--- src/verilog/sbrc_pkg.sv ---
// package of constants and types for the standby and reset control block
package sbrc_pkg;

  // clock rate in kHz so that cycle counts stay integer
  localparam int unsigned CLK_KHZ = 250000;

  // standby wake delay, typical, in microseconds
  localparam int unsigned WAKE_DELAY_US = 60;
  localparam int unsigned WAKE_DELAY_CYC = (WAKE_DELAY_US * CLK_KHZ + 999) / 1000;

  // least low time on the reset pin that counts, in microseconds
  localparam int unsigned RESET_MIN_PULSE_WIDTH_US = 5;
  localparam int unsigned RESET_MIN_PULSE_WIDTH_CYC = (RESET_MIN_PULSE_WIDTH_US * CLK_KHZ + 999) / 1000;

  // bus ready delay after reset, in microseconds (typical figure; the longest allowed follows)
  localparam int unsigned BUS_READY_DELAY_US = 4500;
  localparam int unsigned BUS_READY_DELAY_MAX_US = 20000;
  localparam int unsigned BUS_READY_DELAY_CYC = (BUS_READY_DELAY_US * CLK_KHZ) / 1000;

  // idle interval step and range, in milliseconds
  localparam int unsigned IDLE_STEP_MS = 50;
  localparam int unsigned IDLE_MAX_MS = 1600;
  localparam int unsigned IDLE_STEP_CYC = IDLE_STEP_MS * CLK_KHZ;
  localparam int unsigned IDLE_STEPS_MAX = IDLE_MAX_MS / IDLE_STEP_MS;

  // width of the step code; code k means (k+1) steps
  localparam int unsigned IDLE_CODE_W = 5;

  // reset values of the low-power attribute and the idle code
  localparam logic       LOW_POWER_RESET = 1'b0;
  localparam logic [4:0] IDLE_CODE_RESET = 5'h0_0;

  // low-power setting
  typedef enum logic
  {
    LP_NONE    = 1'b0,
    LP_STANDBY = 1'b1
  } sbrc_lp_type;

  // power state machine, one-hot
  typedef enum logic [4:0]
  {
    ST_RESET  = 5'b0_0001,
    ST_READY  = 5'b0_0010,
    ST_ACTIVE = 5'b0_0100,
    ST_SLEEP  = 5'b0_1000,
    ST_WAKE   = 5'b1_0000
  } sbrc_state_type;

endpackage : sbrc_pkg
--- src/verilog/sbrc_ctrl.sv ---
// standby and reset control: sleep entry, wake delay, reset pin, alarm latch
// Requirements on this block and its host
// low-power setting changes only by attribute write
// refuse starts in standby until wake done
// wake-up completes after 60 us delay
// idle bus timer puts device to sleep
// idle interval 50 ms to 1600 ms steps
// host polls between wake and idle times
// host should keep standby on shared bus
// detector alarm latches reset until reset event
// host should drive reset pin from output
// reset pin low holds device in reset
// low pulses under 5 us are ignored
// floating pin held low keeps reset
// high-low-high on pin gives warm reset
// accept commands only after ready delay
// host holds pin low during power-on
// host keeps pin low while unpowered
// addressed traffic restarts idle, start wakes
`timescale 1ns/10ps

module sbrc_ctrl #(
  parameter int unsigned WAKE_CYC   = sbrc_pkg::WAKE_DELAY_CYC,
  parameter int unsigned READY_CYC  = sbrc_pkg::BUS_READY_DELAY_CYC,
  parameter int unsigned STEP_CYC   = sbrc_pkg::IDLE_STEP_CYC,
  parameter int unsigned MIN_LOW_CYC = sbrc_pkg::RESET_MIN_PULSE_WIDTH_CYC
) (
  input  wire logic                              clk,
  input  wire logic                              rst,
  input  wire logic                              reset_pin_n,
  input  wire logic                              alarm,
  input  wire logic                              attr_wr,
  input  wire logic                              attr_low_power,
  input  wire logic [sbrc_pkg::IDLE_CODE_W-1:0]  attr_idle_code,
  input  wire logic                              bus_start,
  input  wire logic                              bus_addressed,
  output logic                                   start_ack,
  output logic                                   start_nack,
  output logic                                   core_reset,
  output logic                                   cmd_ready,
  output logic                                   asleep,
  output logic                                   low_power_mode,
  output logic [sbrc_pkg::IDLE_CODE_W-1:0]       idle_code
);

  ////////////////////////////////////////////////////////////////////////////////
  // counter sizing and elaboration checks

  localparam int unsigned DW = $clog2(((READY_CYC > WAKE_CYC) ? READY_CYC : WAKE_CYC) + 1);
  localparam int unsigned SW = $clog2(STEP_CYC + 1);
  localparam int unsigned KW = sbrc_pkg::IDLE_CODE_W;

  // a zero delay would let the state machine skip a state's wait
  if (WAKE_CYC < 1 || READY_CYC < 1 || STEP_CYC < 1)
  begin : g_bad
    $error("delay counts must be at least one");
  end

  // the idle code must reach the longest interval of the range
  if ((1 << KW) < sbrc_pkg::IDLE_STEPS_MAX)
  begin : g_bad_code
    $error("idle code too narrow for the interval range");
  end

  ////////////////////////////////////////////////////////////////////////////////
  // reset pin filter

  logic pin_held;    // qualified low on the pin
  logic pin_rise;    // qualified low has ended: the warm reset edge

  sbrc_pin_filter #(
    .MIN_LOW_CYC (MIN_LOW_CYC)
  ) u_filter (
    .clk        (clk),
    .rst        (rst),
    .pin_n      (reset_pin_n),
    .held_low   (pin_held),
    .rise_pulse (pin_rise)
  );

  ////////////////////////////////////////////////////////////////////////////////
  // alarm synchroniser and latch

  logic alarm_s1_reg;   // first stage, read only by the second
  logic alarm_s2_reg;   // synchronised alarm
  logic latch_reg;      // alarm latched reset
  logic latch_next;

  // the detectors run off their own timing, so the alarm passes two flip-flops first
  // a latched alarm stays until the pin produces a qualified low
  always_comb
  begin
    latch_next = latch_reg;
    if (pin_held)
    begin
      latch_next = 1'b0;
    end
    else if (alarm_s2_reg)
    begin
      latch_next = 1'b1;
    end
  end

  // alarm registers
  always_ff @(posedge clk or posedge rst)
  begin
    if (rst)
    begin
      alarm_s1_reg <= 1'b0;
      alarm_s2_reg <= 1'b0;
      latch_reg    <= 1'b0;
    end
    else
    begin
      alarm_s1_reg <= alarm;
      alarm_s2_reg <= alarm_s1_reg;
      latch_reg    <= latch_next;
    end
  end

  ////////////////////////////////////////////////////////////////////////////////
  // low-power attribute

  sbrc_pkg::sbrc_lp_type lp_reg;     // none or standby
  sbrc_pkg::sbrc_lp_type lp_next;
  logic [KW-1:0]         code_reg;   // idle interval in steps minus one
  logic [KW-1:0]         code_next;

  // only the attribute write changes the setting, and only when ready
  always_comb
  begin
    lp_next   = lp_reg;
    code_next = code_reg;
    if (attr_wr && cmd_ready)
    begin
      lp_next   = sbrc_pkg::sbrc_lp_type'(attr_low_power);
      code_next = attr_idle_code;
    end
  end

  // limitation: the setting is volatile, a power cycle returns it to none
  // attribute registers; kept across warm resets like stored settings
  always_ff @(posedge clk or posedge rst)
  begin
    if (rst)
    begin
      lp_reg   <= sbrc_pkg::sbrc_lp_type'(sbrc_pkg::LOW_POWER_RESET);
      code_reg <= sbrc_pkg::IDLE_CODE_RESET;
    end
    else
    begin
      lp_reg   <= lp_next;
      code_reg <= code_next;
    end
  end

  ////////////////////////////////////////////////////////////////////////////////
  // power state machine with delay, step and idle counters

  sbrc_pkg::sbrc_state_type state_reg;
  sbrc_pkg::sbrc_state_type state_next;
  // the ready and wake waits never overlap, so one counter sized for the
  // longer of the two serves both and saves flip-flops
  logic [DW-1:0]            dly_reg;    // ready or wake delay count
  logic [DW-1:0]            dly_next;
  logic [SW-1:0]            step_reg;   // cycles within one 50 ms step
  logic [SW-1:0]            step_next;
  logic [KW-1:0]            idle_reg;   // whole idle steps seen
  logic [KW-1:0]            idle_next;
  logic                     hold_rst;   // any cause of reset

  // pin low, floating pin or latched alarm all hold the core in reset
  // a floating pin reads low through the pull-down, so it lands here too
  assign hold_rst = pin_held | latch_reg;

  // next state; any cause of reset takes priority over every state, so a
  // pin low or alarm in the middle of a wake or a ready wait restarts the
  // whole sequence
  always_comb
  begin
    state_next = state_reg;
    dly_next   = dly_reg;
    step_next  = step_reg;
    idle_next  = idle_reg;
    if (hold_rst)
    begin
      state_next = sbrc_pkg::ST_RESET;
      dly_next   = '0;
    end
    else
    begin
      unique case (state_reg)
        sbrc_pkg::ST_RESET:
        begin
          // leave only on the end of a qualified low: a glitch never sets
          // held, so it cannot make the rising edge that lets us out
          dly_next = '0;
          if (pin_rise)
          begin
            state_next = sbrc_pkg::ST_READY;
          end
        end
        sbrc_pkg::ST_READY:
        begin
          // commands wait out the bus ready delay
          if (dly_reg == DW'(READY_CYC - 1))
          begin
            state_next = sbrc_pkg::ST_ACTIVE;
            step_next  = '0;
            idle_next  = '0;
          end
          else
          begin
            dly_next = dly_reg + DW'(1);
          end
        end
        sbrc_pkg::ST_ACTIVE:
        begin
          // addressed traffic, an attribute write or standby off restart the
          // idle count; the write restart also keeps a smaller new code from
          // being overtaken by a count that is already higher
          if (bus_addressed || bus_start || attr_wr || lp_reg == sbrc_pkg::LP_NONE)
          begin
            step_next = '0;
            idle_next = '0;
          end
          else if (step_reg != SW'(STEP_CYC - 1))
          begin
            step_next = step_reg + SW'(1);
          end
          else if (idle_reg == code_reg)
          begin
            state_next = sbrc_pkg::ST_SLEEP;
          end
          else
          begin
            step_next = '0;
            idle_next = idle_reg + KW'(1);
          end
        end
        sbrc_pkg::ST_SLEEP:
        begin
          // the refused start is what wakes the device
          if (bus_start)
          begin
            state_next = sbrc_pkg::ST_WAKE;
            dly_next   = '0;
          end
        end
        sbrc_pkg::ST_WAKE:
        begin
          if (dly_reg == DW'(WAKE_CYC - 1))
          begin
            state_next = sbrc_pkg::ST_ACTIVE;
            step_next  = '0;
            idle_next  = '0;
          end
          else
          begin
            dly_next = dly_reg + DW'(1);
          end
        end
        default:
        begin
          state_next = sbrc_pkg::ST_RESET;
        end
      endcase
    end
  end

  // state registers
  always_ff @(posedge clk or posedge rst)
  begin
    if (rst)
    begin
      state_reg <= sbrc_pkg::ST_RESET;
      dly_reg   <= '0;
      step_reg  <= '0;
      idle_reg  <= '0;
    end
    else
    begin
      state_reg <= state_next;
      dly_reg   <= dly_next;
      step_reg  <= step_next;
      idle_reg  <= idle_next;
    end
  end

  ////////////////////////////////////////////////////////////////////////////////
  // outputs

  // start answer is combinational so the target logic sees it in the same cycle
  assign start_ack  = bus_start & (state_reg == sbrc_pkg::ST_ACTIVE) & ~hold_rst;
  assign start_nack = bus_start & ~start_ack;

  // these decode the state register or read the attribute registers only, so
  // they never glitch with the bus inputs
  assign core_reset     = (state_reg == sbrc_pkg::ST_RESET);
  assign cmd_ready      = (state_reg == sbrc_pkg::ST_ACTIVE);
  assign asleep         = (state_reg == sbrc_pkg::ST_SLEEP) | (state_reg == sbrc_pkg::ST_WAKE);
  assign low_power_mode = lp_reg;
  assign idle_code      = code_reg;

endmodule : sbrc_ctrl

--- src/verilog/sbrc_pin_filter.sv ---
// synchroniser and glitch filter for the active-low reset pin
`timescale 1ns/10ps

module sbrc_pin_filter #(
  parameter int unsigned MIN_LOW_CYC = 1250
) (
  input  wire logic clk,
  input  wire logic rst,
  input  wire logic pin_n,
  output logic      held_low,
  output logic      rise_pulse
);

  localparam int unsigned CW = $clog2(MIN_LOW_CYC + 1);

  // elaboration check: a zero threshold would pass every glitch
  if (MIN_LOW_CYC < 1)
  begin : g_bad
    $error("MIN_LOW_CYC must be at least one");
  end

  logic          sync1_reg;   // first stage, read only by the second
  logic          sync2_reg;   // synchronised pin level
  logic [CW-1:0] cnt_reg;     // length of the current low run
  logic [CW-1:0] cnt_next;
  logic          held_reg;    // low run has reached the threshold
  logic          held_next;
  logic          rise_reg;    // one cycle after a qualified low ends
  logic          rise_next;

  // a low run shorter than the threshold never asserts held
  always_comb
  begin
    cnt_next  = cnt_reg;
    held_next = held_reg;
    rise_next = 1'b0;
    if (sync2_reg)
    begin
      // pin high: a qualified low just ended means a warm reset
      cnt_next  = '0;
      held_next = 1'b0;
      rise_next = held_reg;
    end
    // the MIN_LOW_CYC-th low sample sets held, so a low of exactly the minimum width counts
    else if (cnt_reg != CW'(MIN_LOW_CYC - 1))
    begin
      cnt_next = cnt_reg + CW'(1);
    end
    else
    begin
      held_next = 1'b1;
    end
  end

  // registers; an unconnected pin reads low through the pull-down and holds
  always_ff @(posedge clk or posedge rst)
  begin
    if (rst)
    begin
      sync1_reg <= 1'b0;
      sync2_reg <= 1'b0;
      cnt_reg   <= '0;
      held_reg  <= 1'b1;
      rise_reg  <= 1'b0;
    end
    else
    begin
      sync1_reg <= pin_n;
      sync2_reg <= sync1_reg;
      cnt_reg   <= cnt_next;
      held_reg  <= held_next;
      rise_reg  <= rise_next;
    end
  end

  assign held_low   = held_reg;
  assign rise_pulse = rise_reg;

endmodule : sbrc_pin_filter

--- config.mk ---
export PLATFORM = sky130hd
export DESIGN_NAME = sbrc_ctrl
export DESIGN_NICKNAME = d
export VERILOG_FILES = /design/src/verilog/sbrc_pkg.sv /design/src/verilog/sbrc_ctrl.sv /design/src/verilog/sbrc_pin_filter.sv
export SDC_FILE = /design/constraint.sdc
export NUM_CORES = 1
export LEC_CHECK = 0
export ABC_AREA = 1
export ABC_CLOCK_PERIOD_IN_PS = 3000
export BUFFER_PORTS_ARGS = -buffer_cell sky130_fd_sc_hd__clkbuf_2
export CELL_PAD_IN_SITES_DETAIL_PLACEMENT = 0
export CELL_PAD_IN_SITES_GLOBAL_PLACEMENT = 2
export CORE_MARGIN = 3
export CORE_UTILIZATION = 36
export CTS_BUF_LIST = sky130_fd_sc_hd__clkbuf_8
export CTS_CLUSTER_DIAMETER = 40
export DETAILED_ROUTE_END_ITERATION = 16
export PLACE_DENSITY_LB_ADDON = 0.12
export REMOVE_ABC_BUFFERS = 1
export SKIP_LAST_GASP = 1
export SLEW_MARGIN = 25
export SYNTH_ARGS = -nofsm -noshare
export SYNTH_HDL_FRONTEND = slang
export SYNTH_SLANG_ARGS = --single-unit
--- constraint.sdc ---
create_clock -name clk -period 3 [get_ports clk]
set_clock_uncertainty 0.1 [all_clocks]
set_input_delay 0.15 -clock clk [delete_from_list [all_inputs] [get_ports clk]]
set_output_delay 0.15 -clock clk [all_outputs]
set_load 0.03 [all_outputs]
==> metrics.txt <==
# TYPE chip_impl_metric gauge
chip_impl_info{name="netlist_top_cells_count",value="262 x nand2_1, 100 x nor2_1, 82 x inv_1"} 1
chip_impl_metric{name="post_synth_num_cell_types",unit=""} 39
chip_impl_metric{name="viasPerCell",unit=""} 4.99
chip_impl_metric{name="grtUsageTotal",unit="%"} 18.5
chip_impl_info{name="rsz_0062_raised_after_global_routing",value="no"} 1
chip_impl_metric{name="leakage_power_of_the_design",unit="nW"} 2.73
chip_impl_info{name="synth-main-ff-cell",value="dfrtp_1"} 1
chip_impl_metric{name="min_period",unit="ns"} 2.49
chip_impl_metric{name="postCtsSetupBuffers",unit=""} 0
chip_impl_metric{name="multi_input_area",unit="um^2"} 2690
chip_impl_metric{name="placement_rows",unit=""} 42
chip_impl_metric{name="grt_antenna_before_repair",unit=""} 0
chip_impl_metric{name="wire_per_inst",unit="um"} 14.3
chip_impl_metric{name="synth_cells",unit=""} 750
chip_impl_metric{name="setup_total_negative_slack",unit="ns"} 0
chip_impl_metric{name="synthesis.area_per_instance",unit="um^2"} 6.75
chip_impl_metric{name="clock_latency",unit="ns"} 0.38
chip_impl_metric{name="setup_viol",unit=""} 0
chip_impl_metric{name="path_max_fanout",unit=""} 18
chip_impl_info{name="timing.critical_path.max_delay_family",value="simple AND/OR/NAND/NOR gates"} 1
chip_impl_metric{name="grt_start_max_net_pins",unit=""} 52
chip_impl_metric{name="dieArea",unit="um^2"} 15500
chip_impl_metric{name="final-hold-violation-count",unit=""} 0
chip_impl_metric{name="floorplan.die.height",unit="um"} 125
chip_impl_metric{name="final_layout_size_suffix_gt1_share",unit="%"} 10.4
chip_impl_metric{name="layout.filler_cells",unit=""} 1401
chip_impl_info{name="critPathKind",value="reg2reg"} 1
chip_impl_metric{name="stdcell_count",unit=""} 965
chip_impl_info{name="tritoncts",value="built"} 1
chip_impl_metric{name="largest_register_ffs",unit=""} 24
chip_impl_metric{name="final_min_period_over_clock_period",unit="%"} 83.1
chip_impl_info{name="critical_path_cell_by_cell",value="nor2_2 > nand4_1 > nand2_1 > nand2_2 > nand2_2 > nand3_2 > nor2_4 > o21ai_0 > nand2_1"} 1
chip_impl_metric{name="first_global_vias",unit=""} 4672
chip_impl_metric{name="worst_ir_drop_vdd",unit="mV"} 0.272
chip_impl_metric{name="clkSinkCount",unit=""} 79
chip_impl_metric{name="dpl.hpwl",unit="mm"} 10.1
chip_impl_info{name="biggest_area_contributors_in_the_synthesized_netlist",value="dfrtp_1 38%, nand2_1 19%, nor2_1 7.4%"} 1
chip_impl_info{name="critPathLaunchType",value="flip-flop"} 1
chip_impl_metric{name="drt_first_pass_iters",unit=""} 5
chip_impl_metric{name="layout.area.seq",unit="um^2"} 1980
chip_impl_info{name="critPathCaptureType",value="flip-flop"} 1
chip_impl_info{name="yosysMostFrequentCell",value="nand2_1"} 1
chip_impl_metric{name="initial_core_utilization",unit="%"} 37.5
chip_impl_metric{name="htree_num_levels",unit=""} 3
chip_impl_metric{name="crit_path_max_incr_delay",unit="ns"} 0.42
chip_impl_metric{name="synth_seq_cells",unit=""} 79
chip_impl_metric{name="drt.antenna.violating_nets",unit=""} 0
chip_impl_info{name="worst_hold_path_type",value="in2reg"} 1
chip_impl_metric{name="num_io_pins",unit=""} 24
chip_impl_metric{name="vias",unit=""} 4812
chip_impl_metric{name="cp_data_required_time",unit="ns"} 3.22
chip_impl_metric{name="finalMaxSlewViolations",unit=""} 0
chip_impl_metric{name="worst_slew_pin_slew",unit="ns"} 0.627
chip_impl_metric{name="pwr_density_cell",unit="nW/um^2"} 364
chip_impl_metric{name="grt_pass1_wl",unit="mm"} 23.5
chip_impl_metric{name="async_reset_ff_share",unit="%"} 100
chip_impl_info{name="crit_path_top_delay_cell",value="dfrtp_1"} 1
chip_impl_metric{name="fmax",unit="GHz"} 0.401
chip_impl_metric{name="hold_slack",unit="ns"} 0.0440
chip_impl_metric{name="dpl_cell_area",unit="um^2"} 5370
chip_impl_metric{name="route.final.wire_length",unit="mm"} 13.8
chip_impl_metric{name="mappedNetlistArea",unit="um^2"} 5060
chip_impl_metric{name="netlist.area_leader.share",unit="%"} 38.0
chip_impl_metric{name="global_route.overflow_total",unit=""} 0
chip_impl_metric{name="cts_buffers",unit=""} 9
chip_impl_metric{name="path_clk_slew",unit="ns"} 0.08
chip_impl_metric{name="arrival_time_at_the_worst_endpoint",unit="ns"} 2.71
chip_impl_metric{name="placeableCoreArea",unit="um^2"} 13500
chip_impl_info{name="synthDominantAreaCellType",value="dfrtp_1"} 1
chip_impl_metric{name="yosysSeqAreaShare",unit="%"} 39.1
chip_impl_metric{name="antenna_cells",unit=""} 0
chip_impl_metric{name="finalNetCount",unit=""} 802
chip_impl_metric{name="die-width",unit="um"} 125
chip_impl_metric{name="ctsResizeCount",unit=""} 0
chip_impl_metric{name="ctsHoldBuffers",unit=""} 9
chip_impl_metric{name="yosys_warnings",unit=""} 0
chip_impl_metric{name="route.detailed.drc",unit=""} 0
chip_impl_metric{name="io_buffers",unit=""} 23
chip_impl_metric{name="place_congestion",unit=""} 0.834
chip_impl_metric{name="syn_to_final_growth",unit="%"} 12.1
chip_impl_metric{name="postLayoutCellArea",unit="um^2"} 5680
chip_impl_metric{name="cap_viol_max_count",unit=""} 0
chip_impl_info{name="cts.root.buffer_cell",value="clkbuf_8"} 1
chip_impl_metric{name="edff_count_synth",unit=""} 0
chip_impl_metric{name="place.detailed.instances",unit=""} 940
chip_impl_metric{name="critical_path_buf_inv_count",unit=""} 0
chip_impl_metric{name="slew_headroom",unit="%"} 58.1
chip_impl_metric{name="design_power_total",unit="mW"} 2.07
chip_impl_info{name="run_status",value="finished clean"} 1
chip_impl_metric{name="cts.path.max_buffers",unit=""} 2
chip_impl_metric{name="drt_first_iter_violations",unit=""} 311
[layer usage]
layer	share of wire [%]	vias up	GRT usage (%)
li1	-	2439	-
met1	51	2257	27.0
met2	44	100	28.3
met3	3.8	16	2.74
met4	1.6	0	6.06
met5	0	-	0
[worst paths after layout]
kind                                          start                            end  slack [ns]  depth (start not counted)
min reg2reg                  alarm_s1_reg$_DFF_PP0_         alarm_s2_reg$_DFF_PP0_        0.26                          0
min                                       bus_start       state_reg[3]$_DFFE_PP0P_        0.04                          4
max                        state_reg[3]$_DFFE_PP0P_       step_reg[19]$_DFFE_PP0P_        0.51                          9
max in group asynchronous                       rst  u_filter.held_low$_DFFE_PP1P_        1.85                          4
max reg2reg                state_reg[3]$_DFFE_PP0P_       step_reg[19]$_DFFE_PP0P_        0.51                          9
min in group asynchronous                       rst     low_power_mode$_DFFE_PP0P_        0.23                          3
[worst min-delay path, cell delays in order]
cell      delay [ns]
clkbuf_2        0.08
inv_1           0.07
nand2_1         0.12
nand2_1         0.07
[where the power goes]
| group | total, mW | switching, mW | internal, mW |
|---|---|---|---|
| Sequential | 1.08 | 0.00622 | 1.07 |
| Clock | 0.930 | 0.442 | 0.489 |
| Combinational | 0.0595 | 0.0378 | 0.0217 |
[stage by stage]
stage	setup WS (ns)	util, %
2_1_floorplan	0.730	-
3_3_place_gp	0.561	39.7
3_5_place_dp	0.508	39.7
4_1_cts	0.475	42.1
5_1_grt	0.252	42.1
6_report	0.507	42.1
[cell type report]
cell class              count  share of cell area [%]
multi-input cells         572                    47.3
flip-flops and latches     79                    34.9
inverters                  87                    5.77
repair buffers             35                    4.23
well taps                 176                    3.88
clock buffers              10                    2.42
clock inverters             6                    1.50
[logic make-up (layout without fill, tap and decap cells)]
kind of cell,Yosys count,in the layout,synth area share (%)
fa+ha+maj,5,5,1.24
xor+xnor,19,19,3.29
compound gates,34,34,3.83
buf+inv,99,138,7.83
simple gates,510,510,43.8
mux,4,4,0.889
flops,79,79,39.1
[cell usage in the layout, fill, tap and decap left out, drive strengths merged, types with 11 or more instances in the layout]
cell type,synthesis,layout
o21ai,17,17
inv,87,87
nor3,27,27
nand2,269,269
nor2,113,113
nand4,23,23
nand3,62,62
clkbuf,5,33
dfrtp,77,77
xor2,11,11
Power figures use the tool's default switching activity.
